### src/rtl/asr_pkg.sv
// package: register map, field layout and timing constants of the serial receiver
package asr_pkg;

  // ***************************************************
  // register byte addresses
  // ***************************************************
  localparam logic [7:0] ADDR_CTRL    = 8'h00;  // receive_status_control
  localparam logic [7:0] ADDR_DATA    = 8'h04;  // receive_data_register
  localparam logic [7:0] ADDR_STATUS  = 8'h08;  // sticky event status
  localparam logic [7:0] ADDR_CLEAR   = 8'h0C;  // write-one-to-clear
  localparam logic [7:0] ADDR_ENABLE  = 8'h10;  // event enables
  localparam logic [7:0] ADDR_BAUD    = 8'h14;  // baud divisor
  localparam logic [7:0] ADDR_FLAGS   = 8'h18;  // peripheral_flag_register
  localparam logic [7:0] ADDR_IRQCTL  = 8'h1C;  // receive/peripheral/global enables

  // ***************************************************
  // control register fields
  // ***************************************************
  localparam int CTRL_CONTINUOUS_RECEIVE_ENABLE = 0;   // continuous_receive_enable
  localparam int CTRL_SERIAL_PORT_ENABLE = 1;   // serial_port_enable
  localparam int CTRL_SYNC = 2;   // clocked mode select
  localparam int CTRL_NINE = 3;   // nine data bits
  localparam int DATA_BIT9 = 8;   // ninth bit position in data read
  localparam int DATA_FRAMING_ERROR_FLAG = 9;   // framing_error_flag in data read
  localparam int DATA_OERR = 10;  // overrun in data read
  localparam int FLAGS_RECEIVE_FLAG = 0;  // receive_flag
  localparam int FLAGS_IDLE = 1;  // receiver_idle_flag
  localparam int FLAGS_OERR = 2;
  localparam int IRQ_RECEIVE_IRQ_ENABLE  = 0;   // receive_irq_enable
  localparam int IRQ_PERIPHERAL_IRQ_ENABLE  = 1;   // peripheral_irq_enable
  localparam int IRQ_GIE   = 2;   // global_irq_enable

  // event bits: character received, framing error, overrun
  localparam int EV_W = 3;
  localparam int EV_RX   = 0;
  localparam int EV_FRAMING_ERROR_FLAG = 1;
  localparam int EV_OVR  = 2;

  // ***************************************************
  // timing
  // ***************************************************
  localparam int          OVERSAMPLE  = 16;
  localparam logic [3:0]  HALF_TICK   = 4'h7;  // tick index at start-bit centre
  localparam logic [3:0]  LAST_TICK   = 4'hF;
  localparam logic [15:0] BAUD_RESET  = 16'h000C;  // arbitrary default divisor
  localparam int          FIFO_DEPTH  = 2;

  // ***************************************************
  // types
  // ***************************************************
  typedef enum logic [1:0] { RX_IDLE, RX_START, RX_DATA, RX_STOP } asr_state_t;

  typedef struct packed {
    logic       ovr;
    logic       framing_error_flag;
    logic       bit9;
    logic [7:0] data;
  } asr_char_t;

  typedef struct packed {
    logic        psel;
    logic        penable;
    logic        pwrite;
    logic [7:0]  paddr;
    logic [31:0] pwdata;
  } asr_apb_req_t;

endpackage

### src/rtl/asr_rx.sv
// module: asynchronous serial receiver with APB registers and two-entry buffer
`timescale 1ns/1ps

// Overview of operation
// - line sampled at sixteen ticks per bit; shift register moves once per bit
// - assembled character moves whole into a two-entry buffer
// - receiver runs only with continuous enable 1, clocked mode 0, port enable 1
// - falling edge of the input line starts a character; start bit is zero
// - start bit rechecked at half bit; if high, abandon silently and rearm
// - each data bit taken by majority vote one bit period later
// - stop bit sampled; zero sets framing error, one clears it
// - character pushed and receive flag raised at the centre of the stop bit
// - reading the data register returns and removes the oldest character
// - after overrun no further characters are accepted until cleared
// - receive flag high exactly while enabled and buffer holds a character
// - interrupt needs receive, peripheral and global enables all set
// - buffer and shift register are not visible in the register map
// - a break shows as flag set, framing error set, data zero
module asr_rx
  import asr_pkg::*;
(
  input  wire logic         clk,
  input  wire logic         srst,
  input  wire logic         psel,
  input  wire logic         penable,
  input  wire logic         pwrite,
  input  wire logic [7:0]   paddr,
  input  wire logic [31:0]  pwdata,
  output logic [31:0]       prdata,
  output logic              pready,
  output logic              pslverr,
  input  wire logic         serial_input_pin,
  output logic              rx_irq,
  output logic              ev_irq
);
  import asr_pkg::*;

  asr_apb_req_t req;
  asr_state_t   state_q, state_d;
  logic [3:0]   ctrl_q;
  logic [15:0]  baud_q, bcnt_q;
  logic [2:0]   irqctl_q;
  logic [EV_W-1:0] evst_q, even_q;
  logic [3:0]   tick_cnt_q;
  logic [3:0]   bit_cnt_q;
  logic [8:0]   shift_q;
  logic         line_q;
  logic         ovr_q;
  asr_char_t    fifo_q [FIFO_DEPTH];
  logic         rd_ptr_q, wr_ptr_q;
  logic [1:0]   count_q;
  logic [31:0]  rdata_q;
  logic         rd_head_q;

  assign req = '{psel: psel, penable: penable, pwrite: pwrite, paddr: paddr, pwdata: pwdata};

  // ***************************************************
  // bus decode
  // ***************************************************
  wire acc      = req.psel & req.penable;
  wire wr       = acc & req.pwrite;
  wire rd       = acc & ~req.pwrite;
  wire sel_ctrl = req.paddr == ADDR_CTRL;
  wire sel_data = req.paddr == ADDR_DATA;
  wire sel_stat = req.paddr == ADDR_STATUS;
  wire sel_clr  = req.paddr == ADDR_CLEAR;
  wire sel_en   = req.paddr == ADDR_ENABLE;
  wire sel_baud = req.paddr == ADDR_BAUD;
  wire sel_flag = req.paddr == ADDR_FLAGS;
  wire sel_irq  = req.paddr == ADDR_IRQCTL;
  wire mapped   = sel_ctrl | sel_data | sel_stat | sel_clr | sel_en | sel_baud
                | sel_flag | sel_irq;

  // zero-wait slave; unmapped addresses answer with an error
  assign pready  = 1'b1;
  assign pslverr = acc & ~mapped;
  assign prdata  = rdata_q;

  // ***************************************************
  // enable and oversample tick
  // ***************************************************
  wire rx_en = ctrl_q[CTRL_CONTINUOUS_RECEIVE_ENABLE] & ~ctrl_q[CTRL_SYNC] & ctrl_q[CTRL_SERIAL_PORT_ENABLE];
  wire continuous_receive_enable_off = wr & sel_ctrl & ~pwdata[CTRL_CONTINUOUS_RECEIVE_ENABLE];
  wire tick = rx_en & (bcnt_q == 16'h0000);
  wire vote;

  // divider reloads from the baud register; one tick is 1/16 bit
  always_ff @(posedge clk) begin
    if (srst || !rx_en || bcnt_q == 16'h0000) begin
      bcnt_q <= baud_q;
    end else begin
      bcnt_q <= bcnt_q - 16'h0001;
    end
  end

  asr_vote u_vote (
    .clk  (clk),
    .srst (srst),
    .tick (tick),
    .line (serial_input_pin),
    .vote (vote)
  );

  // ***************************************************
  // receive sequencer
  // ***************************************************
  wire fall     = tick & line_q & ~serial_input_pin;
  wire centre   = tick & (tick_cnt_q == HALF_TICK);
  wire bit_end  = tick & (tick_cnt_q == LAST_TICK);
  wire [3:0] nbits = ctrl_q[CTRL_NINE] ? 4'h9 : 4'h8;
  wire last_bit = bit_cnt_q == nbits - 4'h1;
  wire full     = count_q == 2'(FIFO_DEPTH);
  wire push     = (state_q == RX_STOP) & centre & ~ovr_q;
  wire pop      = rd & sel_data & rd_head_q;
  wire framing_error_flag_now = ~vote;

  always_comb begin
    state_d = state_q;
    case (state_q)
      RX_IDLE: begin
        if (fall && !ovr_q) begin
          state_d = RX_START;
        end
      end
      RX_START: begin
        if (centre) begin
          state_d = vote ? RX_IDLE : RX_DATA;
        end
      end
      RX_DATA: begin
        if (centre && last_bit) begin
          state_d = RX_STOP;
        end
      end
      RX_STOP: begin
        if (centre) begin
          state_d = RX_IDLE;
        end
      end
      default: begin
        state_d = RX_IDLE;
      end
    endcase
  end

  // state, line history and tick position; leaving enable drops partial chars
  always_ff @(posedge clk) begin
    if (srst || !rx_en) begin
      state_q    <= RX_IDLE;
      tick_cnt_q <= 4'h0;
      line_q     <= 1'b1;
    end else begin
      state_q <= state_d;
      if (tick) begin
        line_q <= serial_input_pin;
      end
      if (state_q == RX_IDLE) begin
        tick_cnt_q <= 4'h0;
      end else if (tick) begin
        tick_cnt_q <= tick_cnt_q + 4'h1;
      end
    end
  end

  // shift register advances once per bit at the bit centre
  always_ff @(posedge clk) begin
    if (srst || state_q == RX_START) begin
      shift_q   <= 9'h000;
      bit_cnt_q <= 4'h0;
    end else if (state_q == RX_DATA && centre) begin
      shift_q   <= ctrl_q[CTRL_NINE] ? {vote, shift_q[8:1]}
                                     : {1'b0, vote, shift_q[7:1]};
      bit_cnt_q <= bit_cnt_q + 4'h1;
    end
  end

  // ***************************************************
  // two-entry buffer and overrun
  // ***************************************************
  wire push_ok  = push & (~full | pop);
  wire overflow = push & full & ~pop;

  always_ff @(posedge clk) begin
    if (push_ok) begin
      fifo_q[wr_ptr_q] <= '{ovr: 1'b0, framing_error_flag: framing_error_flag_now, bit9: shift_q[8],
                            data: shift_q[7:0]};
    end
  end

  always_ff @(posedge clk) begin
    if (srst) begin
      rd_ptr_q <= 1'b0;
      wr_ptr_q <= 1'b0;
      count_q  <= 2'h0;
    end else begin
      rd_ptr_q <= rd_ptr_q ^ pop;
      wr_ptr_q <= wr_ptr_q ^ push_ok;
      count_q  <= count_q + 2'(push_ok) - 2'(pop);
    end
  end

  // overrun sticks until continuous enable is written low
  // an overflow in the clearing cycle wins, so a lost character is never hidden
  always_ff @(posedge clk) begin
    if (srst) begin
      ovr_q <= 1'b0;
    end else if (overflow) begin
      ovr_q <= 1'b1;
    end else if (continuous_receive_enable_off) begin
      ovr_q <= 1'b0;
    end
  end

  // ***************************************************
  // software registers
  // ***************************************************
  always_ff @(posedge clk) begin
    if (srst) begin
      ctrl_q   <= 4'h0;
      baud_q   <= BAUD_RESET;
      irqctl_q <= 3'h0;
      even_q   <= '0;
    end else if (wr) begin
      if (sel_ctrl) ctrl_q <= pwdata[3:0];
      if (sel_baud) baud_q <= pwdata[15:0];
      if (sel_irq)  irqctl_q <= pwdata[2:0];
      if (sel_en)   even_q <= pwdata[EV_W-1:0];
    end
  end

  // sticky events; a set in the clearing cycle wins
  wire [EV_W-1:0] ev_set = {overflow, push_ok & framing_error_flag_now, push_ok};
  wire [EV_W-1:0] ev_clr = (wr & sel_clr) ? pwdata[EV_W-1:0] : '0;
  always_ff @(posedge clk) begin
    if (srst) begin
      evst_q <= '0;
    end else begin
      evst_q <= (evst_q & ~ev_clr) | ev_set;
    end
  end

  wire receive_flag = rx_en & (count_q != 2'h0);
  asr_char_t head;
  assign head = fifo_q[rd_ptr_q];
  wire [31:0] data_word = (count_q != 2'h0)
                        ? {21'h0, ovr_q, head.framing_error_flag, head.bit9, head.data}
                        : {21'h0, ovr_q, 10'h000};
  wire [31:0] rmux = sel_ctrl ? {28'h0, ctrl_q}
                   : sel_data ? data_word
                   : sel_stat ? {29'h0, evst_q}
                   : sel_en   ? {29'h0, even_q}
                   : sel_baud ? {16'h0, baud_q}
                   : sel_flag ? {29'h0, ovr_q, state_q == RX_IDLE, receive_flag}
                   : sel_irq  ? {29'h0, irqctl_q}
                   : 32'h0000_0000;

  // head presence latched at setup: a character pushed between setup and access
  // was not in the read word, so that read must not pop it
  always_ff @(posedge clk) begin
    if (srst) begin
      rd_head_q <= 1'b0;
    end else if (psel && !penable) begin
      rd_head_q <= count_q != 2'h0;
    end
  end

  // read data registered at the setup cycle so it is stable in access
  always_ff @(posedge clk) begin
    if (srst) begin
      rdata_q <= 32'h0000_0000;
    end else if (psel && !penable && !pwrite) begin
      rdata_q <= rmux;
    end
  end

  assign rx_irq = receive_flag & irqctl_q[IRQ_RECEIVE_IRQ_ENABLE] & irqctl_q[IRQ_PERIPHERAL_IRQ_ENABLE] & irqctl_q[IRQ_GIE];
  assign ev_irq = |(evst_q & even_q);

  // ***************************************************
  // checks
  // ***************************************************
  chk_start_abort: assert property (@(posedge clk) disable iff (srst)
    (state_q == RX_START && centre && vote) |=> state_q == RX_IDLE && !push)
    else $error("false start not abandoned");
  chk_enable_gate: assert property (@(posedge clk) disable iff (srst)
    !rx_en |=> state_q == RX_IDLE)
    else $error("receiver ran while disabled");
  chk_flag_level: assert property (@(posedge clk) disable iff (srst)
    $changed(receive_flag) |-> $past(push_ok) || $past(pop) || $changed(rx_en))
    else $error("receive flag moved without buffer or enable change");
  chk_push_flag: assert property (@(posedge clk) disable iff (srst)
    push_ok |=> receive_flag || !rx_en)
    else $error("flag not raised after push");
  chk_fifo_bound: assert property (@(posedge clk) disable iff (srst)
    count_q <= 2'(FIFO_DEPTH))
    else $error("buffer count exceeds depth");
  chk_pop_count: assert property (@(posedge clk) disable iff (srst)
    (pop && !push_ok) |=> count_q == $past(count_q) - 2'h1)
    else $error("read did not remove a character");
  chk_ovr_block: assert property (@(posedge clk) disable iff (srst)
    ovr_q |-> !push_ok && state_q == RX_IDLE)
    else $error("character accepted during overrun");
  chk_irq_gate: assert property (@(posedge clk) disable iff (srst)
    rx_irq |-> receive_flag && irqctl_q == 3'h7)
    else $error("interrupt without all enables");
  chk_framing_error_flag_store: assert property (@(posedge clk) disable iff (srst)
    (push_ok && !vote) |=> evst_q[EV_FRAMING_ERROR_FLAG])
    else $error("framing error not recorded");
  chk_continuous_receive_enable_clear: assert property (@(posedge clk) disable iff (srst)
    continuous_receive_enable_off |=> ovr_q == $past(overflow))
    else $error("overrun not cleared by enable off");

  // sequencer pacing and bookkeeping
  chk_start_hold: assert property (@(posedge clk) disable iff (srst)
    (state_q == RX_IDLE && fall && !ovr_q) |=> state_q == RX_START || !rx_en)
    else $error("falling edge did not start a character");
  chk_bit_step: assert property (@(posedge clk) disable iff (srst)
    (state_q == RX_DATA && !centre) |=> $stable(bit_cnt_q))
    else $error("shift register moved between bit centres");
  chk_bit_centre: assert property (@(posedge clk) disable iff (srst)
    (state_q == RX_DATA && centre) |=> bit_cnt_q == $past(bit_cnt_q) + 4'h1)
    else $error("data bit not taken at bit centre");
  chk_tick_gap: assert property (@(posedge clk) disable iff (srst)
    (tick && baud_q != 16'h0000) |=> !tick)
    else $error("oversample ticks too close");
  chk_ovr_set: assert property (@(posedge clk) disable iff (srst)
    overflow |=> ovr_q)
    else $error("overflow did not set overrun");
  chk_irq_level: assert property (@(posedge clk) disable iff (srst)
    (receive_flag && irqctl_q == 3'h7) |-> rx_irq)
    else $error("interrupt missing with all enables set");
  chk_break_event: assert property (@(posedge clk) disable iff (srst)
    (push_ok && !vote && shift_q[7:0] == 8'h00) |=> evst_q[EV_RX] && evst_q[EV_FRAMING_ERROR_FLAG])
    else $error("break not shown as character with framing error");

  // covers: one each for the basic, break, glitch, nine and overrun scenarios of the bench

  cov_char: cover property (@(posedge clk) disable iff (srst) push_ok);
  cov_abort: cover property (@(posedge clk) disable iff (srst)
    state_q == RX_START && centre && vote);
  cov_overrun: cover property (@(posedge clk) disable iff (srst) overflow);
  cov_break: cover property (@(posedge clk) disable iff (srst)
    push_ok && !vote && shift_q[7:0] == 8'h00);
  cov_nine: cover property (@(posedge clk) disable iff (srst) push_ok && ctrl_q[CTRL_NINE]);
endmodule

### src/rtl/asr_vote.sv
// module: three-sample majority vote over the oversampled line
`timescale 1ns/1ps
module asr_vote (
  input  wire logic       clk,
  input  wire logic       srst,
  input  wire logic       tick,
  input  wire logic       line,
  output logic            vote
);
  logic [2:0] hist_q;

  // ***************************************************
  // sample history, one entry per oversample tick
  // ***************************************************
  always_ff @(posedge clk) begin
    if (srst) begin
      hist_q <= 3'h7;
    end else if (tick) begin
      hist_q <= {hist_q[1:0], line};
    end
  end

  // two of three wins, so a single glitch sample cannot flip the bit
  assign vote = (hist_q[0] & hist_q[1]) | (hist_q[0] & hist_q[2]) | (hist_q[1] & hist_q[2]);
endmodule
### config.mk
export PLATFORM = sky130hd
export DESIGN_NAME = asr_rx
export DESIGN_NICKNAME = d
export VERILOG_FILES = /design/src/rtl/asr_pkg.sv /design/src/rtl/asr_rx.sv /design/src/rtl/asr_vote.sv
export SDC_FILE = /design/constraint.sdc
export NUM_CORES = 1
export LEC_CHECK = 0
export BUFFER_PORTS_ARGS = -buffer_cell sky130_fd_sc_hd__buf_2
export CORE_ASPECT_RATIO = 1.25
export CORE_MARGIN = 5
export CORE_UTILIZATION = 59
export CTS_BUF_LIST = sky130_fd_sc_hd__clkbuf_4 sky130_fd_sc_hd__clkbuf_8
export CTS_CLUSTER_SIZE = 25
export DETAILED_ROUTE_END_ITERATION = 8
export PLACE_DENSITY = 0.83
export SLEW_MARGIN = 30
export SYNTH_ARGS = -nofsm -noshare
export SYNTH_HDL_FRONTEND = slang
export SYNTH_SLANG_ARGS = --single-unit
### constraint.sdc
create_clock -name clk -period 4 [get_ports clk]
set_input_delay 0.2 -clock clk [delete_from_list [all_inputs] [get_ports clk]]
set_output_delay 0.2 -clock clk [all_outputs]
set_load 0.02 [all_outputs]
==> run_results.csv, run 1 <==
group,metric,value,unit
yosys,number_of_flops_mapped_to_enable_cells_by_yosys,20,
place,post_dp_cell_area,5370,µm²
global_routing,met2_layer_usage_reported_by_global_route,39.7,%
floorplanning,die-height,115,µm
floorplanning,design.core.area,8650,µm²
yosys,synthesis.yosys.warnings,0,
setup_path,crit_path_max_fanout,16,
global_routing,groute.layer.met1.usage,29.8,%
cts,clockBufferDepth,2,
sta,fin_worst_skew,18.6,ps
cts,cts_setup_buffers,0,
floorplanning,pin_count,82,
cts,cts_htree_levels,3,
global_routing,globalRouteOverflowTotal,0,
global_routing,maximum_number_of_pins_on_one_net_before_global_route_repair,58,
sta,unrepaired_setup_endpoints_after_global_routing,"no",
sta,total_count_of_max_transition_violations_in_the_final_report,0,
cts,clock-root-buffer,"clkbuf_8",
job,timing.max_cap.violations,0,
yosys,avgSynthCellArea,9.06,µm²
routing,postRouteWirelength,12400,µm
final_layout,final_nets,648,
yosys,synth-async-reset-ratio,0,%
sta,worst_pin_slew,956,ps
setup_path,timing_worst_setup_path_type,"flop to flop",
yosys,dominantRegCellSynth,"dfxtp_1",
routing,remaining_routing_drc_violations,0,
outcome,status,"finished, final reports clean",
final_layout,post-route-cell-area,5600,µm²
yosys,mappedNetlistArea,5180,µm²
global_routing,grt_util_met3,3.60,%
power_and_ir_drop,power.ir.vdd_worst,400,µV
routing,wl_per_cell,17.3,µm
yosys,ys_seq_elements,110,
final_layout,synthToLayoutAreaGrowth,8.12,%
floorplanning,floorplan.rows,38,
final_layout,final-instance-count-excl-fill,719,
global_routing,grt_pass1_vias,4195,
yosys,postSynthCellCount,572,
yosys,post_synth_main_area_contributors,"dfxtp_1, edfxtp_1, a21oi_1, nand2_1, o21ai_0",
floorplanning,die_x,93.8,µm
final_layout,post_route_cells_drive_above_1_share,14.7,%
routing,vias,4382,
floorplanning,starting_density_of_the_core,59.9,%
place,placedCellCount,703,
final_layout,fill_cells,720,
place,port-buffer-count,48,
power_and_ir_drop,power.leakage,2.08,nW
global_routing,globalRouteTotalUtil,23.6,%
place,globalplace.congestion,0.871,
setup_path,data_arrival_time_of_the_worst_path,3480,ps
floorplanning,total_die_area,10800,µm²
final_layout,area.sequential,2400,µm²
cts,cts-hold-fix-buffers,0,
yosys,synth_sequential_area_ratio,46.4,%
cts,cts_repair_resize_count,0,
sta,final-hold-violation-count,0,
global_routing,wire_length_of_the_first_global_routing_pass,20300,µm
sta,setup_viol,0,
sta,timing.setup.tns,0,ps
setup_path,sort_of_element_at_the_start_of_the_critical_path,"flop",
final_layout,antennaDiodeCount,0,
final_layout,multi_input_comb_area,2500,µm²
sta,final.min_clock_period,3250,ps
routing,detail_route.vias_per_cell,6.09,
cts,cts_tree,"done",
global_routing,busiest_layer,"met2",
sta,timing.final.crit_share,81.3,%
cts,clock_sinks,110,
power_and_ir_drop,power_density,352,nW/µm²
sta,clock.fmax,0.308,GHz
final_layout,final_core_utilization,64.7,%
routing,ant_nets,0,
hold_path,min-delay-path-class,"input port to flop",
global_routing,grt_antenna_before_repair,0,
yosys,synth_top_area_share,34.8,%
cts,clock_latency,370,ps
cts,cts_buffers,9,
cts,worst_setup_hold_path_clk_slew,110,ps
setup_path,worst-endpoint-required,4230,ps
sta,slew_headroom,35.8,%
setup_path,worstSetupEndpointType,"flop",
routing,first_iter_violations,442,
place,detailed_place_hpwl,8820,µm
routing,dr.pass1.iters,6,
yosys,synth_largest_area_cell,"dfxtp_1",
yosys,synth_cell_type_count,60,
sta,whs,50.6,ps
-- placed cells by master, fill, tap and decap left out, types with 3 or more instances in the layout --
master	Yosys	layout
buf_4	17	4
and4_1	3	3
nor4b_1	3	3
buf_2	1	48
inv_1	13	13
nand4b_1	4	4
nand4_1	8	8
or3_1	4	4
a21oi_1	59	59
a31oi_1	3	3
nand2b_1	5	5
xnor2_1	5	5
dfxtp_1	90	90
nand3_1	33	33
a221oi_1	9	9
edfxtp_1	20	20
nand2_1	49	49
conb_1	2	17
nand3b_1	7	7
nor2b_1	9	8
nor4_1	10	9
o32ai_1	3	3
mux2i_1	16	16
xor2_1	10	10
mux2_2	9	9
ha_1	8	8
or4_1	7	7
o21ai_0	35	35
nor2_1	38	38
nor3_1	19	19
clkbuf_8	0	10
-- metal layers --
metal,vias up,wire length (µm)
met5,-,0
met3,37,738
met4,0,350
met2,179,6250
met1,2082,5070
li1,2084,-
-- synth_stat cells, drive strengths merged (13+ instances only) --
cell type / n
inv: 13
nand2: 49
buf: 22
clkbuf: 34
nor2: 38
nand3: 33
nor3: 19
dfxtp: 90
o21ai: 35
edfxtp: 20
mux2i: 16
a21oi: 59
-- registers in the layout, indices dropped and copies added (netlist names), 3 cells and up, named ones only --
register	flops
shift_q	9
bcnt_q	16
irqctl_q	3
ctrl_q	4
bit_cnt_q	4
u_vote.hist_q	3
fifo_q	20
tick_cnt_q	4
prdata	16
evst_q	3
baud_q	16
even_q	3
-- worst paths after layout --
| path | end | depth (start not counted) | startpoint | slack [ps] |
|---|---|---|---|---|
| setup / recovery | count_q[1]$_SDFF_PP0_ | 11 | bcnt_q[11]$_DFF_P_ | 750 |
| hold reg to reg | prdata[12]$_SDFFE_PP0P_ | 2 | prdata[12]$_SDFFE_PP0P_ | 450 |
| hold / removal | baud_q[14]$_SDFFE_PP0P_ | 3 | pwdata[14] | 50 |
| setup reg to reg | count_q[1]$_SDFF_PP0_ | 11 | bcnt_q[11]$_DFF_P_ | 750 |
-- final cells by class --
type | count | area share (%)
clock inverter | 5 | 1.43
timing repair buffer | 52 | 4.83
clock buffer | 11 | 2.59
tap | 120 | 2.68
inverter | 13 | 0.871
sequential | 110 | 42.9
multi-input combinational | 408 | 44.7
-- cells by family (layout without fill, tap and decap cells) --
group | after synthesis | count (layout) | synth area share, %
flops | 110 | 110 | 46.4
compound gates | 127 | 127 | 14.7
simple gates | 214 | 214 | 22.1
xor+xnor | 15 | 15 | 2.54
mux | 26 | 26 | 5.48
other cells | 2 | 17 | 0.145
buf+inv | 69 | 81 | 6.55
fa+ha+maj | 9 | 9 | 2.13
-- metrics by stage --
| step | worst slack [ps] | total power [mW] |
|---|---|---|
| floorplan | 1170 | 1.23 |
| global placement | 943 | 1.24 |
| detailed placement | 800 | 1.25 |
| CTS | 759 | 1.97 |
| global route | 468 | 2.04 |
| finish | 750 | 1.97 |
-- where the power goes --
part | total, mW | leakage, nW | internal (mW) | switching [mW]
clock network | 0.750 | 0.118 | 0.379 | 0.371
registers | 1.13 | 0.916 | 1.13 | 0.00284
logic | 0.0937 | 1.04 | 0.0282 | 0.0655
total | 1.97 | 2.08 | 1.53 | 0.439
-- critical path: stages, from the launching register on --
cell and delay (ps):
dfxtp_1 360, nor4_2 540, nand4b_1 170, buf_4 220, or4b_1 550, or3_1 400
ha_1 270, inv_1 50, ha_1 160, xor2_1 180, xnor2_1 140, nor2_1 50
Power figures use the tool's default switching activity.
==> run 2: changes to the inputs <==
- ABC_AREA: not set -> 1
- CORE_UTILIZATION: 59 -> 53
- PLACE_DENSITY: 0.83 -> 0.79
- clock period: 4 -> 2.7 ns (I/O delays scaled with it)
==> run_results.csv, run 2 <==
group,metric,value,unit
routing,ant_nets,0,
cts,cts_tree,"done",
final_layout,final_nets,764,
power_and_ir_drop,total_power,2.80,mW
yosys,number_of_flops_mapped_to_enable_cells_by_yosys,20,
sta,total_count_of_max_transition_violations_in_the_final_report,0,
floorplanning,die-height,120,µm
yosys,synth-async-reset-ratio,0,%
final_layout,final_core_utilization,59.1,%
final_layout,fill_cells,873,
floorplanning,starting_density_of_the_core,53.6,%
routing,postRouteWirelength,11700,µm
final_layout,multi_input_comb_area,2230,µm²
yosys,ys_seq_elements,110,
setup_path,crit_slowest_cell,"dfxtp_1",
setup_path,crit_path_max_fanout,5,
final_layout,antennaDiodeCount,0,
setup_path,crit_path_frequent_cell,"ha_1",
place,port-buffer-count,48,
sta,setup_viol,0,
routing,remaining_routing_drc_violations,0,
place,post_dp_cell_area,5390,µm²
final_layout,commonest_non_fill_non_tap_cells_in_the_layout,"nand2_1, dfxtp_1, inv_1, o21ai_0, nor2_1",
yosys,synth_sequential_area_ratio,47.2,%
cts,cts_setup_buffers,0,
final_layout,area.sequential,2400,µm²
global_routing,grt_antenna_before_repair,0,
final_layout,register_with_the_highest_flop_count,"fifo_q",
routing,first_iter_violations,270,
floorplanning,design.core.area,9510,µm²
yosys,synth_cell_type_count,39,
routing,vias,4399,
global_routing,globalRouteTotalUtil,20.4,%
yosys,yosysMostFrequentCell,"nand2_1",
cts,clock-root-buffer,"clkbuf_8",
place,globalplace.congestion,0.891,
power_and_ir_drop,power_density,497,nW/µm²
yosys,synthesis.yosys.warnings,0,
yosys,postSynthCellCount,662,
sta,final.min_clock_period,2370,ps
sta,final-hold-violation-count,0,
floorplanning,pin_count,82,
global_routing,maximum_number_of_pins_on_one_net_before_global_route_repair,27,
global_routing,grt_pass1_vias,4321,
global_routing,wire_length_of_the_first_global_routing_pass,19500,µm
cts,clockBufferDepth,2,
routing,detail_route.vias_per_cell,5.23,
outcome,status,"finished, final reports clean",
final_layout,post-route-cell-area,5620,µm²
final_layout,synthToLayoutAreaGrowth,10.4,%
hold_path,min-delay-path-class,"input port to flop",
place,detailed_place_hpwl,8910,µm
yosys,commonest_cells_in_the_netlist,"nand2_1, dfxtp_1, inv_1",
job,timing.max_cap.violations,0,
setup_path,data_arrival_time_of_the_worst_path,2700,ps
sta,worst_pin_slew,833,ps
yosys,mappedNetlistArea,5090,µm²
setup_path,worst-endpoint-required,3030,ps
setup_path,worstSetupEndpointType,"flop",
power_and_ir_drop,power.leakage,2.37,nW
sta,clock.fmax,0.422,GHz
routing,wl_per_cell,13.9,µm
global_routing,globalRouteOverflowTotal,0,
final_layout,mostFrequentLayoutCell,"nand2_1",
cts,worst_setup_hold_path_clk_slew,110,ps
yosys,post_synth_main_area_contributors,"dfxtp_1, edfxtp_1, nand2_1, o21ai_0, a21oi_1",
cts,cts_htree_levels,3,
sta,timing.setup.tns,0,ps
cts,clock_sinks,110,
floorplanning,total_die_area,11700,µm²
sta,unrepaired_setup_endpoints_after_global_routing,"no",
yosys,dominantRegCellSynth,"dfxtp_1",
sta,fin_worst_skew,13.1,ps
setup_path,path_cells,"inv_1 -> ha_1 -> nand3_1 -> nor2_1 -> nand3_1 -> nor3_2 -> nand4_1 -> ha_1 -> inv_1 -> ha_1 -> xor2_1 -> o21ai_0 -> a21oi_1",
floorplanning,floorplan.rows,40,
cts,clock_latency,390,ps
yosys,synth_largest_area_cell,"dfxtp_1",
setup_path,sort_of_element_at_the_start_of_the_critical_path,"flop",
cts,cts_buffers,9,
final_layout,largest_register_ff_count,20,
yosys,avgSynthCellArea,7.69,µm²
setup_path,timing_worst_setup_path_type,"flop to flop",
sta,timing.final.crit_share,87.8,%
setup_path,critical_path.top_delay_family,"simple AND/OR/NAND/NOR gates",
floorplanning,die_x,97.7,µm
routing,dr.pass1.iters,5,
setup_path,worstPathBufferInverterCount,2,
sta,whs,8.95,ps
power_and_ir_drop,power.ir.vdd_worst,280,µV
final_layout,post_route_cells_drive_above_1_share,12.7,%
setup_path,critPathMaxStageDelay,360,ps
yosys,synth_top_area_share,35.4,%
sta,slew_headroom,44.4,%
[run 2: worst reg2reg max path, cell delays in order, from the launching register on]
cell and delay (ps):
dfxtp_1 360, inv_1 90, ha_1 180, nand3_1 80
nor2_1 100, nand3_1 170, nor3_2 220, nand4_1 150
ha_1 290, inv_1 70, ha_1 170, xor2_1 190
o21ai_0 100, a21oi_1 150
[run 2: cell type report]
class / count / area share, %
Sequential cell: 110 / 42.7
Multi-Input combinational cell: 451 / 39.8
Timing Repair Buffer: 59 / 5.88
Inverter: 79 / 5.30
Clock buffer: 10 / 2.34
Clock inverter: 6 / 1.20
Tap cell: 126 / 2.80
[run 2: path summary, 6_finish.rpt]
kind | from | to | slack (ps) | cells past startpoint
hold / removal | pwdata[13] | baud_q[13]$_SDFFE_PP0P_ | 9 | 3
setup reg to reg | bcnt_q[0]$_DFF_P_ | count_q[1]$_SDFF_PP0_ | 330 | 13
hold reg to reg | prdata[11]$_SDFFE_PP0P_ | prdata[11]$_SDFFE_PP0P_ | 470 | 2
setup / recovery | bcnt_q[0]$_DFF_P_ | count_q[1]$_SDFF_PP0_ | 330 | 13
[run 2: cell families (layout without fill, tap and decap cells)]
| logic type | Yosys count | count (layout) | synth area share, % |
|---|---|---|---|
| compound gates | 156 | 156 | 16.2 |
| xor+xnor | 13 | 13 | 2.24 |
| fa+ha+maj | 8 | 8 | 1.97 |
| buf+inv | 116 | 154 | 10.2 |
| flops | 110 | 110 | 47.2 |
| other cells | 2 | 17 | 0.147 |
| simple gates | 257 | 257 | 22.1 |
[run 2: metrics by stage]
step	cells	worst slack [ps]
3_3_place_gp	822	351
6_report	841	329
2_1_floorplan	677	611
3_5_place_dp	822	246
4_1_cts	841	222
5_1_grt	841	93.7
[run 2: routing by layer]
| layer | vias up | part of all wire [%] | track usage (%) |
|---|---|---|---|
| met5 | - | 0 | 0 |
| met4 | 0 | 2.6 | 9.44 |
| met3 | 22 | 4.9 | 2.85 |
| met2 | 106 | 51 | 36.1 |
| met1 | 2028 | 41 | 24.3 |
| li1 | 2243 | - | - |
[run 2: timing repair]
action | in CTS | in global routing
setup endpoints to repair | 0 | 1
hold buffers | 3 | 0
gates resized for setup | 0 | 1
hold endpoints to repair | 3 | 0
[run 2: where the power goes]
| group | switching, mW | internal, mW |
|---|---|---|
| Sequential | 0.00111 | 1.66 |
| Combinational | 0.0836 | 0.0348 |
| Clock | 0.567 | 0.444 |
